$ cat src/inc/ppfs_pkg.sv
package ppfs_pkg;
   // Register word addresses (byte address = 4 * index)
   localparam logic [2:0] PPFS_IDX_BIT_RATE = 3'h0;
   localparam logic [2:0] PPFS_IDX_DIR = 3'h1;
   localparam logic [2:0] PPFS_IDX_FUNC_4_7 = 3'h2;
   localparam logic [2:0] PPFS_IDX_FUNC_8_11 = 3'h3;
   localparam logic [2:0] PPFS_IDX_PRIO = 3'h4;
   localparam logic [2:0] PPFS_IDX_PIN_IN = 3'h5;
   localparam logic [2:0] PPFS_IDX_PIN_OUT = 3'h6;

   // Reset values
   localparam logic [7:0] PPFS_RST_BIT_RATE = 8'h00;
   localparam logic [15:0] PPFS_RST_DIR = 16'h0000;
   localparam logic [15:0] PPFS_RST_FUNC = 16'h0000;
   localparam logic [15:0] PPFS_RST_PRIO = 16'h0000;
   localparam logic [15:0] PPFS_RST_PIN_OUT = 16'h0000;
   localparam logic [15:0] PPFS_RST_SYNC = 16'h0000;
   localparam logic [31:0] PPFS_RST_READ = 32'h0000_0000;

   // Priority field of the serial interface interrupts
   localparam int PPFS_PRIO_LSB = 0;
   localparam int PPFS_PRIO_W = 4;

   // Function field layout
   localparam logic [15:0] PPFS_FUNC_MASK = 16'h7777;
   localparam int PPFS_FUNC_W = 3;
   localparam int PPFS_TX_PIN = 5;
   localparam int PPFS_RX_PIN = 11;
   localparam int PPFS_TX_LSB = 4;
   localparam int PPFS_RX_LSB = 12;
   localparam logic [2:0] PPFS_FN_PORT = 3'h0;
   localparam logic [2:0] PPFS_FN_TX = 3'h2;
   localparam logic [2:0] PPFS_FN_RX = 3'h3;
   localparam int PPFS_FIELDS_PER_REG = 4;
   localparam int PPFS_FIELD_STRIDE = 4;
   localparam int PPFS_FUNC47_GROUP = 1;
   localparam int PPFS_FUNC811_GROUP = 2;

   typedef enum logic [1:0] {
      PPFS_IDLE = 2'h0,
      PPFS_ACK = 2'h1
   } ppfs_state_t;

   typedef struct packed {
      ppfs_state_t state;
      logic [7:0] bitRate;
      logic [15:0] dir;
      logic [15:0] func47;
      logic [15:0] func811;
      logic [15:0] prio;
      logic [15:0] pinOut;
      logic [15:0] pinMeta;
      logic [15:0] pinSync;
      logic [31:0] readData;
   } ppfs_regs_t;
endpackage

$ cat src/rtl/ppfs_port_pin_function_select.sv
// What this block does
// RQ1: Per-pin direction bit; zero means input
// RQ2: Pin 5 direction one drives transmit line
// RQ3: Pin 11 direction zero is receive line
// RQ4: Pin 5 function 010 selects serial transmit
// RQ5: Pin 11 function 011 selects serial receive
// RQ6: Function 000 gives plain port I/O
// RQ7: Four 3-bit fields, bits 15/11/7/3 reserved
// RQ8: Serial interrupt priority in bits 3-0
// RQ9: Eight-bit bit-rate register for baud generator
// RQ10: Reserved function bits read zero, ignored
//
// The placing of the registers and the Avalon-MM register port are this design's own decisions.
`timescale 1ns/1ps
module ppfs_port_pin_function_select
   import ppfs_pkg::*;
(
   input wire logic clk_sys,
   input wire logic rst,
   input wire logic [2:0] avsAddress,
   input wire logic avsRead,
   input wire logic avsWrite,
   input wire logic [31:0] avsWriteData,
   input wire logic [3:0] avsByteEnable,
   output logic [31:0] avsReadData,
   output logic avsWaitRequest,
   input wire logic [15:0] pinIn,
   output logic [15:0] pinOut,
   output logic [15:0] pinOutEn,
   input wire logic serialTxData,
   output logic serialRxData,
   output logic [7:0] serialBitRate,
   output logic [3:0] serialIrqPriority,
   output logic [15:0] interruptPriorityLow
);
   ppfs_regs_t r_reg;
   ppfs_regs_t r_next;
   logic txSel;
   logic rxSel;
   logic takeReq;
   logic takeWrite;
   logic takeRead;

   // Merge a 16-bit write honouring byte enables
   function automatic logic [15:0] merge16(input logic [15:0] old,
      input logic [31:0] wd, input logic [3:0] be);
      merge16 = old;
      if (be[0]) begin
         merge16[7:0] = wd[7:0];
      end
      if (be[1]) begin
         merge16[15:8] = wd[15:8];
      end
   endfunction

   // Low byte lane only; the bit-rate register is one byte wide
   function automatic logic [7:0] merge8(input logic [7:0] old,
      input logic [31:0] wd, input logic [3:0] be);
      merge8 = old;
      if (be[0]) begin
         merge8 = wd[7:0];
      end
   endfunction

   // Function code of a pin; pins outside 4-11 have no field in
   // this block and always act as plain port I/O
   function automatic logic [2:0] pin_code(input ppfs_regs_t r,
      input int pin);
      int off;
      pin_code = PPFS_FN_PORT;
      off = (pin % PPFS_FIELDS_PER_REG) * PPFS_FIELD_STRIDE;
      if (pin / PPFS_FIELDS_PER_REG == PPFS_FUNC47_GROUP) begin
         pin_code = r.func47[off +: PPFS_FUNC_W];
      end else if (pin / PPFS_FIELDS_PER_REG == PPFS_FUNC811_GROUP) begin
         pin_code = r.func811[off +: PPFS_FUNC_W];
      end
   endfunction

   // Read mux; unmapped index 7 reads zero
   function automatic logic [31:0] read_word(input ppfs_regs_t r,
      input logic [2:0] idx);
      case (idx)
         PPFS_IDX_BIT_RATE: begin
            read_word = {24'h00_0000, r.bitRate};
         end
         PPFS_IDX_DIR: begin
            read_word = {16'h0000, r.dir};
         end
         PPFS_IDX_FUNC_4_7: begin
            read_word = {16'h0000, r.func47};
         end
         PPFS_IDX_FUNC_8_11: begin
            read_word = {16'h0000, r.func811};
         end
         PPFS_IDX_PRIO: begin
            read_word = {16'h0000, r.prio};
         end
         PPFS_IDX_PIN_IN: begin
            read_word = {16'h0000, r.pinSync};
         end
         PPFS_IDX_PIN_OUT: begin
            read_word = {16'h0000, r.pinOut};
         end
         default: begin
            read_word = 32'h0000_0000;
         end
      endcase
   endfunction

   // Apply one taken write to a copy of the registers
   function automatic ppfs_regs_t write_regs(input ppfs_regs_t r,
      input logic [2:0] idx, input logic [31:0] wd, input logic [3:0] be);
      ppfs_regs_t n;
      n = r;
      case (idx)
         PPFS_IDX_BIT_RATE: begin
            n.bitRate = merge8(r.bitRate, wd, be);
         end
         PPFS_IDX_DIR: begin
            n.dir = merge16(r.dir, wd, be);
         end
         PPFS_IDX_FUNC_4_7: begin
            // RQ10: reserved bits dropped
            n.func47 = merge16(r.func47, wd, be) & PPFS_FUNC_MASK;
         end
         PPFS_IDX_FUNC_8_11: begin
            // RQ7: four fields, reserved zero
            n.func811 = merge16(r.func811, wd, be) & PPFS_FUNC_MASK;
         end
         PPFS_IDX_PRIO: begin
            n.prio = merge16(r.prio, wd, be);
         end
         PPFS_IDX_PIN_OUT: begin
            n.pinOut = merge16(r.pinOut, wd, be);
         end
         default: begin
            // Pin input is read-only; unmapped writes are dropped
         end
      endcase
      write_regs = n;
   endfunction

   // RQ4: pin 5 function transmit
   assign txSel = pin_code(r_reg, PPFS_TX_PIN) == PPFS_FN_TX;
   // RQ5: pin 11 function receive
   assign rxSel = pin_code(r_reg, PPFS_RX_PIN) == PPFS_FN_RX;

   // Pin drive per pin
   genvar g;
   generate
      for (g = 0; g < 16; g++) begin : gPin
         if (g == PPFS_TX_PIN) begin : gTx
            // RQ2: transmit drives output
            always_comb begin
               pinOutEn[g] = r_reg.dir[g];
               pinOut[g] = txSel ? serialTxData : r_reg.pinOut[g];
            end
         end else if (g == PPFS_RX_PIN) begin : gRx
            // RQ3: receive pin as input
            always_comb begin
               pinOutEn[g] = rxSel ? 1'b0 : r_reg.dir[g];
               pinOut[g] = r_reg.pinOut[g];
            end
         end else begin : gGpio
            // RQ1: direction bit per pin
            // RQ6: port function by default
            always_comb begin
               pinOutEn[g] = r_reg.dir[g];
               pinOut[g] = r_reg.pinOut[g];
            end
         end
      end
   endgenerate

   // Idle line is high when receive not routed
   assign serialRxData = rxSel ? r_reg.pinSync[PPFS_RX_PIN] : 1'b1;
   // RQ9: bit rate to baud generator
   assign serialBitRate = r_reg.bitRate;
   // RQ8: priority field bits 3-0
   assign serialIrqPriority = r_reg.prio[PPFS_PRIO_LSB +: PPFS_PRIO_W];
   assign interruptPriorityLow = r_reg.prio;
   assign avsReadData = r_reg.readData;
   // Taken only in IDLE, so a request held through ACK acts once
   assign takeReq = (avsRead | avsWrite) && r_reg.state == PPFS_IDLE;
   assign takeWrite = takeReq && avsWrite;
   assign takeRead = takeReq && !avsWrite;
   // One wait cycle: answer registered, released in ACK state
   assign avsWaitRequest = (avsRead | avsWrite) && r_reg.state != PPFS_ACK;

   always_comb begin
      r_next = r_reg;
      case (r_reg.state)
         PPFS_IDLE: begin
            if (takeWrite) begin
               r_next = write_regs(r_reg, avsAddress, avsWriteData,
                  avsByteEnable);
               r_next.state = PPFS_ACK;
            end else if (takeRead) begin
               r_next.readData = read_word(r_reg, avsAddress);
               r_next.state = PPFS_ACK;
            end
         end
         PPFS_ACK: begin
            r_next.state = PPFS_IDLE;
         end
         default: begin
            r_next.state = PPFS_IDLE;
         end
      endcase
      // After the write copy, so a write never stalls the synchroniser
      r_next.pinMeta = pinIn;
      r_next.pinSync = r_reg.pinMeta;
   end

   always_ff @(posedge clk_sys) begin
      if (rst) begin
         r_reg.state <= PPFS_IDLE;
         r_reg.bitRate <= PPFS_RST_BIT_RATE;
         r_reg.dir <= PPFS_RST_DIR;
         r_reg.func47 <= PPFS_RST_FUNC;
         r_reg.func811 <= PPFS_RST_FUNC;
         r_reg.prio <= PPFS_RST_PRIO;
         r_reg.pinOut <= PPFS_RST_PIN_OUT;
         r_reg.pinMeta <= PPFS_RST_SYNC;
         r_reg.pinSync <= PPFS_RST_SYNC;
         r_reg.readData <= PPFS_RST_READ;
      end else begin
         r_reg <= r_next;
      end
   end
endmodule

$ cat config.mk
export PLATFORM = sky130hd
export DESIGN_NAME = ppfs_port_pin_function_select
export DESIGN_NICKNAME = d
export VERILOG_FILES = /design/src/inc/ppfs_pkg.sv /design/src/rtl/ppfs_port_pin_function_select.sv
export SDC_FILE = /design/constraint.sdc
export NUM_CORES = 1
export LEC_CHECK = 0
export BUFFER_PORTS_ARGS = -buffer_cell sky130_fd_sc_hd__clkbuf_2
export CAP_MARGIN = 0
export CORE_MARGIN = 4
export CORE_UTILIZATION = 50
export DETAILED_ROUTE_END_ITERATION = 12
export HOLD_SLACK_MARGIN = 0.06
export PLACE_DENSITY = 0.82
export SLEW_MARGIN = 0
export SYNTH_ARGS = -nofsm -noshare
export SYNTH_HDL_FRONTEND = slang
export SYNTH_SLANG_ARGS = --single-unit
$ cat constraint.sdc
create_clock -name clk_sys -period 1.75 [get_ports clk_sys]
set_input_delay 0.2625 -clock clk_sys [delete_from_list [all_inputs] [get_ports clk_sys]]
set_output_delay 0.2625 -clock clk_sys [all_outputs]
set_load 0.01 [all_outputs]
Yosys cells after proc, flatten, opt, wreduce, memory -nomap -nowiden:

Index checks and enable logic that the tools add are counted.

* multiplexer cells: 6
* $add $sub $neg: 0
* divide/modulo/power cells: 0
* reductions and logical operators: 21
* bitwise gates (word level): 4
* order comparisons: 0
* shift operators: 0
* equality and inequality tests: 8
* multiply operators: 0

Operators with widths (number)
* $pmux 16 s7: 1
* $reduce_and 4->1: 11
* $eq 3x2->1 const B: 4
* $eq 3x3->1 const B: 3
* $mux 1: 5
* $logic_and 1x1->1: 4
* $eq 3x1->1 const B: 1
* $logic_not 3->1: 1
* $not 1->1: 3
* $reduce_and 3->1: 1
* $logic_not 2->1: 1
* $reduce_bool 2->1: 1
* $reduce_or 2->1: 1
* $logic_not 1->1: 1
* $or 1x1->1: 1

* RAM bits: 0
* bits in latches: 0
* word-level logic and storage cells: 54
* flip-flop bits (word level): 145
* input bits: 60
* bits in read-only memories: 0
* output and inout bits: 94
* memories kept: 0

Depth between registers and ports, before layout:

Gate-level depths: netlist of run 1.

* depth after elaboration: 5
* depth in mapped cells: 7

Worst setup path before layout of run 1:

Ideal clock, no wire load.

* path kind: reg2reg
* from: register r_reg[152] in the netlist's numbering
* to: register r_reg (netlist bit avsReadData[0])
* path buffers: 1
* data arrival time: 1.382 ns
* slack: 0.229 ns
* setup time: 0.139 ns
* stages on the path, launching flop included: 5
* required time: 1.611 ns
* cells stage by stage: dfxtp_1 > or3b_1 > clkbuf_1 > a222oi_1 > a221oi_1

* word-level cells in the longest chain between the ends: 5

Ends and longest elaborated chain
* start, declared: RTL line ppfs_port_pin_function_select.sv:36 `ppfs_regs_t r_reg;`
* start signal, assigned: RTL line ppfs_port_pin_function_select.sv:228 `r_reg <= r_next;`
* $logic_not 2->1 (*): RTL line ppfs_port_pin_function_select.sv:184, ppfs_port_pin_function_select.sv:192
* $logic_and 1x1->1: RTL line ppfs_port_pin_function_select.sv:184 `assign takeReq = (avsRead | avsWrite) && r_reg.state == PPFS_IDLE;`
* $logic_and 1x1->1: RTL line ppfs_port_pin_function_select.sv:185 `assign takeWrite = takeReq && avsWrite;`
* $not 1->1 (no line)
* $reduce_and 3->1 (no line) (*)

Every way passes the cells marked *; elsewhere a longest branch is shown, timed or not.
A chain may end at the register's enable or synchronous reset.

Worst setup path after layout of run 1:

* from: register r_reg[116] in the netlist's numbering
* to: output pinOut[5]

* word-level cells in the longest chain between the ends: 2

Ends and longest elaborated chain
* $eq 3x2->1: RTL line ppfs_port_pin_function_select.sv:144 `assign txSel = pin_code(r_reg, PPFS_TX_PIN) == PPFS_FN_TX;`
* $mux 1: RTL line ppfs_port_pin_function_select.sv:156 `pinOut[g] = txSel ? serialTxData : r_reg.pinOut[g];`
* end, declared: RTL line ppfs_port_pin_function_select.sv:28 `output logic [15:0] pinOut,`

Every way passes these cells.

==> results of run 1 <==
==> cells by family (layout without fill, tap and decap cells) <==
group	Yosys count	after routing	share of synthesized area, %
simple gates	204	204	17.4
mux	68	68	12.6
compound gates	98	98	11.5
buf+inv	133	188	14.8
other cells	1	16	0.0634
flops	129	129	43.7
==> final timing paths <==
check / cells past startpoint / from / to
setup reg to reg: 4 / r_reg[152] / avsReadData[1]
setup / recovery: 4 / r_reg[116] / pinOut[5]
hold reg to reg: 1 / r_next[40] / r_reg[40]
hold / removal: 2 / pinIn[11] / r_next[43]
==> worst max-delay path, stage by stage, from the launching register on <==
cell and delay [ns]:
sky130_fd_sc_hd__dfxtp_1 0.38, sky130_fd_sc_hd__nor2_1 0.06, sky130_fd_sc_hd__nand2_1 0.09, sky130_fd_sc_hd__mux2_2 0.33, sky130_fd_sc_hd__clkbuf_2 0.13
==> layer usage <==
| metal | vias up | share of wire [%] | global-route usage (%) |
|---|---|---|---|
| met5 | - | 0 | 0 |
| met4 | 0 | 2.2 | 9.40 |
| met3 | 35 | 10 | 7.61 |
| met2 | 269 | 47 | 36.4 |
| met1 | 2224 | 40 | 28.5 |
| li1 | 2197 | - | - |
==> cell usage after synthesis, drive strengths merged (4+ instances only) <==
cell,number
a221oi,8
mux4,4
a22o,14
o211ai,4
a21oi,43
mux2i,54
clkbuf,22
o2bb2ai,4
nor2b,39
dfxtp,129
a222oi,4
mux2,10
nand3,40
nand2,57
buf,110
nor2,52
a22oi,8
==> timing repair <==
action                                 4_1_cts  5_1_grt
setup buffers                                0        0
hold buffers                                11        0
gates resized for setup                      0        0
endpoints found under the hold margin       11        0
==> power groups by stage <==
stage,Combinational (mW),Clock (mW),Sequential [mW]
after global placement,0.469,0,3.09
after detailed placement,0.484,0,3.09
final,0.515,3.53,3.03
after global routing,0.555,3.69,3.04
after CTS,0.508,3.55,3.03
after floorplan,0.342,0,3.08
==> metrics by stage <==
step	setup WS [ns]	hold WS (ns)
floorplan	0.229	0.391
global placement	0.0730	0.425
finish	0.0933	0.0649
detailed placement	-0.0120	0.420
CTS	0.0848	0.0600
global route	0.0110	0.0778
==> cell type report <==
type	instances	area share, %
well taps	143	2.60
multi-input cells	386	36.6
flip-flops and latches	129	37.5
repair buffers	157	14.7
inverters	1	0.0546
clock buffers	24	7.00
clock inverters	6	1.53
==> results.txt, run 1 <==
In the post-synthesis netlist, the biggest area contributors are sky130_fd_sc_hd__dfxtp_1 (44%), sky130_fd_sc_hd__buf_4 (11%), sky130_fd_sc_hd__mux2i_1 (9.1%), sky130_fd_sc_hd__nor2b_1 (4.1%), sky130_fd_sc_hd__a21oi_1 (3.6%). Entering global routing, the biggest net connects 66 pins. The internal power consumption is 5.53 mW, and the sequential share of the synthesized area is 43.7%. The tools report the starting utilization of the core area as 51.4%. Of the cells placed in the final design, the portion with a size suffix greater than 1 is 28.0%.

The via count of the first global-routing pass was 4522; the largest fanout of any net on the critical path was 3. The Yosys step of the flow raised 0 warnings. The critical path is of the reg2out type. During I/O placement, the number of pins put on the boundary was 154. The switching power as a share of total power is 21.8%, and the setup skew after layout is 0.00546 ns.

The flow ran to the end, and the final reports show no timing, DRC or antenna violations. Clock share of power: 49.9%. CTS placed an instance of sky130_fd_sc_hd__clkbuf_16 at the clock tree root.

For the data arrival at the endpoint of the critical path, the log shows 1.39 ns. The y dimension of the die works out to 117 um. In this run the power density over the cells is 1030 mW/mm^2.

The mapped netlist covers 0.00592 sq mm. Summed over all layers, the global routing overflow is 0. The number of nets with antenna violations after detailed routing was 0. Routed via count divided by cell count: 5.59.

Before antenna repair, the detailed router went through 5 iterations. The placed instances occupy a cell area of 0.00618 sq mm. The minimum clock period works out to 1.66 ns. The run gives 2 as the maximum buffer depth of the clock tree. A synthesized cell averages 9.35 sq um. Initial detailed-routing violation count: 466. The first global-routing pass estimated 23900 um of wire.

At the later pin of the worst-skew pair, clock insertion delay measures 0.41 ns. After layout, the worst path uses 94.7% of the clock period. Of all flip-flops after synthesis, the portion carrying an async set or reset was 0%. The min-delay analysis places its worst path in the category in2reg.

Setup total negative slack on the finished layout was measured at 0 ns. The peak ir drop on the vdd network is 0.000514 V, and the area share of the largest cell type after synthesis is 43.7%. The largest total area in the synthesized netlist belongs to sky130_fd_sc_hd__dfxtp_1. The power share of the sequential group is 42.9%. In the final layout, the multi-input gates occupy 0.00251 sq mm. The worst register-to-register path has a setup slack of 0.10 ns. The tools report the sum of routed wire length over all layers as 15300 um. Static timing analysis puts the maximum clock frequency at 0.604 GHz. The overall power consumption was 7.07 mW; the relative slew slack was 60.0%.

Summing all flip-flop and latch instances after layout gives 0.00258 sq mm. For the pin with the worst max-slew slack, the measured transition is 0.599 ns. The tools report the final cell utilization of the core as 59.7%. The wire length per cell after detailed routing was 18.1 um; the total number of vias was 4725. The core region is 0.0115 sq mm. The tools report the initial antenna violation count as 0. The logs give 846 for the count of non-filler cells in the finished layout and 2.76 nW for the reported leakage power.

STA classifies the critical path startpoint as a flip-flop. Setup repair after global routing left no endpoint under its margin. Across the run, the number of max-cap violations was 0.

The run gives 22.9% as the global-route total usage across every layer. Flip-flop count of the largest register, all copies and words added: 43. Counting tap cells, the placed design contains a total of 805 instances. The logs give 0 for the remaining design rule violation count and 0 for the count of final max-slew check failures.

TritonCTS built the clock tree. The die covers 0.0136 sq mm. The number of enable-type register cells in the synthesized netlist is 0.

The total number of clock tree sinks came out at 129. The most used flip-flop cell after synthesis is sky130_fd_sc_hd__dfxtp_1. The number of different library cells used by synthesis comes to 41. The tools report the final-stage net count as 752. In this run the number of H-tree levels came out at 4. The finished cells cover 0.00688 sq mm.

The combinational fraction of design power came out at 7.3%. The most common cell after layout, fill and taps aside was sky130_fd_sc_hd__dfxtp_1. The final number of hold-violating endpoints was 0.

For this design the total switching power over the nets is 1.54 mW. The placed wire-length estimate is 10600 um. Counting every instance in the synthesized netlist gives 633.

The die span in x is 117 um. The layout has 963 filler cells. The tools report the category of the worst setup path capture point as a primary output. The setup violation total in the final timing report was 0. The library cells used most frequently in the layout, excluding fill and tap cells, are sky130_fd_sc_hd__dfxtp_1 (129), sky130_fd_sc_hd__clkbuf_2 (118), sky130_fd_sc_hd__nand2_1 (57). Counting flops and latches in the post-synthesis netlist gives 129.

The area growth from synthesis to final layout came out at 16.3%. The repair_antennas step left the layout with diodes totalling 0. In this run the core area contains 39 standard-cell rows. The tools report the total clock buffers created by CTS as 17. After clock tree synthesis, the clock-pin slew on the worst setup and hold paths is 0.05 ns. The final weighted congestion of routability-driven global placement is 0.894, and the number of I/O port buffers is 119. Worst path required time: 1.49 ns.
Power figures use the tool's default switching activity.
==> run 2, diff against run 1 <==
--- a/config.mk
+++ b/config.mk
@@ -5,13 +5,13 @@
 export SDC_FILE = /design/constraint.sdc
 export NUM_CORES = 1
 export LEC_CHECK = 0
+export ABC_AREA = 1
 export BUFFER_PORTS_ARGS = -buffer_cell sky130_fd_sc_hd__clkbuf_2
 export CAP_MARGIN = 0
 export CORE_MARGIN = 4
-export CORE_UTILIZATION = 50
+export CORE_UTILIZATION = 35
 export DETAILED_ROUTE_END_ITERATION = 12
-export HOLD_SLACK_MARGIN = 0.06
-export PLACE_DENSITY = 0.82
+export PLACE_DENSITY = 0.62
 export SLEW_MARGIN = 0
 export SYNTH_ARGS = -nofsm -noshare
 export SYNTH_HDL_FRONTEND = slang
==> run 2 against run 1 <==
  * Register-to-register slack gained 0.25 ns
  * Fmax increased by 3.4%
  * Synthesized cell count grew 32%
  * First-iteration DRC count down 18%
  * Flip-flop and latch count stayed put
  * Clock skew up 0.0018 ns
  * Global-route usage down 6.3 points
  * Power up 0.60%
  * Via count is 11% higher
  * Critical endpoint unchanged
  * Hold slack worse by 0.041 ns
  * Final cell count up 32%
==> results.txt, run 2 <==
The flow ran to the end, and the final reports show no timing, DRC or antenna violations. The first global-routing pass estimated 25900 um of wire. The dominant combinational cell family by area after synthesis is simple AND/OR/NAND/NOR gates. The area share of the largest cell type after synthesis is 42.2%.

The dominant cell type by area after synthesis is sky130_fd_sc_hd__dfxtp_1. The clock period could shrink to 1.60 ns. The number of nets with antenna violations after detailed routing is 0. Yosys mapped a number of flops with a built-in enable equal to 0. Entering global routing, the biggest net connects 67 pins. For this block, the initial DRC count from the detailed router was 384. Total congestion overflow: 0.

After clock tree synthesis, the clock-pin slew on the worst setup and hold paths is 0.06 ns. In this run the number of H-tree levels came out at 4. For the total number of vias, the log shows 5267. Measured along the x axis, the die boundary spans 140 um. Counting along the longest clock path gives a buffer depth of 2. The type of the tightest min-delay check was in2reg.

The fraction of layout instances using a drive strength above 1 was 22.6%; the sequential share of the synthesized area was 42.2%. Ranked by instance count, the synthesized netlist is headed by sky130_fd_sc_hd__nand2_1 (224), sky130_fd_sc_hd__dfxtp_1 (129), sky130_fd_sc_hd__buf_4 (94), sky130_fd_sc_hd__a21oi_1 (86), sky130_fd_sc_hd__nor2_1 (71). The mean post-synth cell area is 7.32 sq um. The tools report the launch instance of the worst min-delay path as pinIn[0]. The cell count after synthesis came out at 837. Leaving out fill and tap cells, the most frequent cell in the layout is sky130_fd_sc_hd__nand2_1. The leading cell type by number of instances after synthesis was sky130_fd_sc_hd__nand2_1. TritonCTS created 17 clock buffers. The area growth from synthesis to final layout is 13.4%, and the number of cell instances on the worst register-to-register path is 6. The most used flip-flop cell after synthesis was sky130_fd_sc_hd__dfxtp_1. After detailed routing, the average wire length per cell comes to 14.7 um. Overall power consumption after layout is estimated at 7.12 mW. Row generation in the floorplan step produced 48 rows.

The path with the worst hold slack has its endpoint at r_next[32]. Setup slack on the critical path of the routed design comes to 0.147 ns. The met3 track demand over resource was 5.77%; the compound-gate portion of the synthesized area was 9.87%.

The master of the slowest instance on the critical path is sky130_fd_sc_hd__dfxtp_1. The post-place setup slack is 0.159 ns. For the cell count after placement, the log shows 1082. The tools report the count of non-filler cells in the finished layout as 1114. For the final weighted congestion of routability-driven global placement, the log shows 0.858.

Setup violations remaining at the end of the flow were counted as 0. STA classifies the critical path startpoint as a flip-flop. The die covers 0.0197 sq mm. In this run the critical register-to-register path is captured at pinOut[2].

After synthesis, the netlist uses 23 different library cells. The library cells used most frequently in the layout, excluding fill and tap cells, are sky130_fd_sc_hd__nand2_1 (224), sky130_fd_sc_hd__dfxtp_1 (129), sky130_fd_sc_hd__clkbuf_2 (118). The count of hold buffers inserted by post-cts repair is 0, and the met1 layer usage reported by global route is 23.0%. The floorplan step set the die height to 140 um. Share of the clock period used by the worst path: 91.6%.

Global routing used 23.7% of the available met2 tracks. The sum of routed wire length over all layers is 16400 um. The flip-flop count of the largest register, all copies and words added works out to 43.

Yosys attributes the largest share of cell area to sky130_fd_sc_hd__dfxtp_1 (42%), sky130_fd_sc_hd__nand2_1 (14%), sky130_fd_sc_hd__buf_4 (12%), sky130_fd_sc_hd__a21oi_1 (7.0%), sky130_fd_sc_hd__nand4_1 (6.1%). The count of final max-slew check failures was 0; the yosys synthesis warning count was 0. The layer with the highest usage was met2. In this run the count of I/O pins placed on the die edge is 154. The tools report the data arrival at the endpoint of the critical path as 1.34 ns. Along the worst path, the maximum fanout reaches 3. The placed wire-length estimate was 11700 um. In this run the register-to-register setup slack is 0.35 ns.

In this run the static leakage power is 2.98 nW. Walking the worst path, the cells encountered are nor2_1, a21oi_1, a31oi_1, clkbuf_2. Counting every sink on the clock net gives 129.

Summing the areas of all fa, ha and maj instances in the mapped netlist gives 0% of the synthesized area. The clock tree root driver cell is sky130_fd_sc_hd__clkbuf_16. The final number of hold-violating endpoints was 0; the highest attainable clock frequency was 0.624 GHz. Global routing used 16.5% of the available tracks. The post-CTS setup repair buffer count came out at 0.

The instance count along the most critical hold path works out to 3. The kind of critical path was reg2out. For this run, the detailed router's first-pass iteration total came to 5. The post-synthesis mux area share was 0%; the async set or reset register ratio after synthesis was 0%. Category of the worst setup path capture point: a primary output.

STA puts the critical path data required time at 1.49 ns. Initial antenna violation count: 2. For the worst-skew pair, the clock arrives at the later sink with an insertion delay of 0.42 ns. In this design, the stage delay of the slowest critical-path cell is 0.32 ns. The setup TNS was 0 ns. The synthesized netlist devotes 0% of its cell area to XOR and XNOR gates. The final-stage net count was 936. The run gives 0.00727 ns as the setup skew after layout. The cell area that synthesis handed to floorplanning was 0.00612 sq mm. The starting utilization of the core area was 35.5%.

In this run, post-CTS repair resized a total of 0 instances. For this run, design rule violations remaining after detail routing come to 0. The worst register-to-register path begins at r_reg[152]. Number of antenna cells inserted: 0.

The cell area power density was 1030 mW/mm^2. TritonCTS built the clock tree. Max-cap violations in this run came to 0. The area of the placeable core was 0.0172 sq mm. The run gives 4661 as the via count of the first global-routing pass. Setup repair after global routing left no endpoint under its margin. In the routed layout, each cell is associated on average with a via count of 4.73. During placement, the flow inserted port buffers numbering 119.

The tools report the peak ir drop on the vdd network as 0.000712 V. Measured on the finished design, the core utilization comes to 40.3%. Summing the areas of all and, or, nand and nor instances in the mapped netlist gives 29.1% of the synthesized area. After synthesis the netlist holds a flip-flop and latch count of 129.
-- run 2: changes by cell type after synthesis, sizes merged, moves of 14 or more --
cell and change:
inv +69, nor2b -39, nand2 +167, a22o -14, nor2 +32, mux2i -54
a21oi +43, nand4 +60
-- run 2: kinds of logic after synthesis --
family	Yosys count
other	1
DFF	129
buffers and inverters	202
AOI/OAI and AO/OA	107
and+or+nand+nor	398
-- run 2: layer usage --
layer  wire (um)  vias up
met5          27        -
met1        7740     2363
met3        1460       22
li1            -     2672
met2        6970      206
met4         246        4
-- run 2: power breakdown --
group	switching (mW)	total (mW)	internal (mW)
Clock	1.34	3.62	2.28
Sequential	0.0273	3.03	3.00
Combinational	0.336	0.468	0.132
Total	1.70	7.12	5.41
-- run 2: cell type report --
type / instances / area [sq um]
clock buffer: 20 / 447
clock inverter: 12 / 159
fill: 1806 / 10300
inverter: 70 / 265
multi-input combinational: 521 / 2450
sequential: 129 / 2580
tap: 225 / 282
timing repair buffer: 137 / 758
-- run 2: critical path: cells and delay by family, from the launching register on --
| kind | cells | cell delay (ns) |
|---|---|---|
| and+or+nand+nor | 1 | 0.17 |
| buffers and inverters | 1 | 0.17 |
| DFF | 1 | 0.32 |
| AOI/OAI and AO/OA | 2 | 0.26 |
-- run 2: worst max path at each step --
stage,from,end,cells past startpoint
6_report,r_reg[118],pinOut[5],4
5_1_grt,r_reg[118],pinOut[5],4
4_1_cts,r_reg[118],pinOut[5],4
3_5_place_dp,avsAddress[1],r_reg[139],6
3_3_place_gp,avsAddress[2],r_reg[100],8
2_1_floorplan,avsAddress[1],pinOutEn[0],9
-- run 2: through the flow --
step,area [sq um],hold slack [ns]
final,6940,0.0242
after global routing,6940,0.0191
after CTS,6940,0.0146
after detailed placement,6340,0.394
after global placement,6340,0.394
after floorplan,6180,0.369
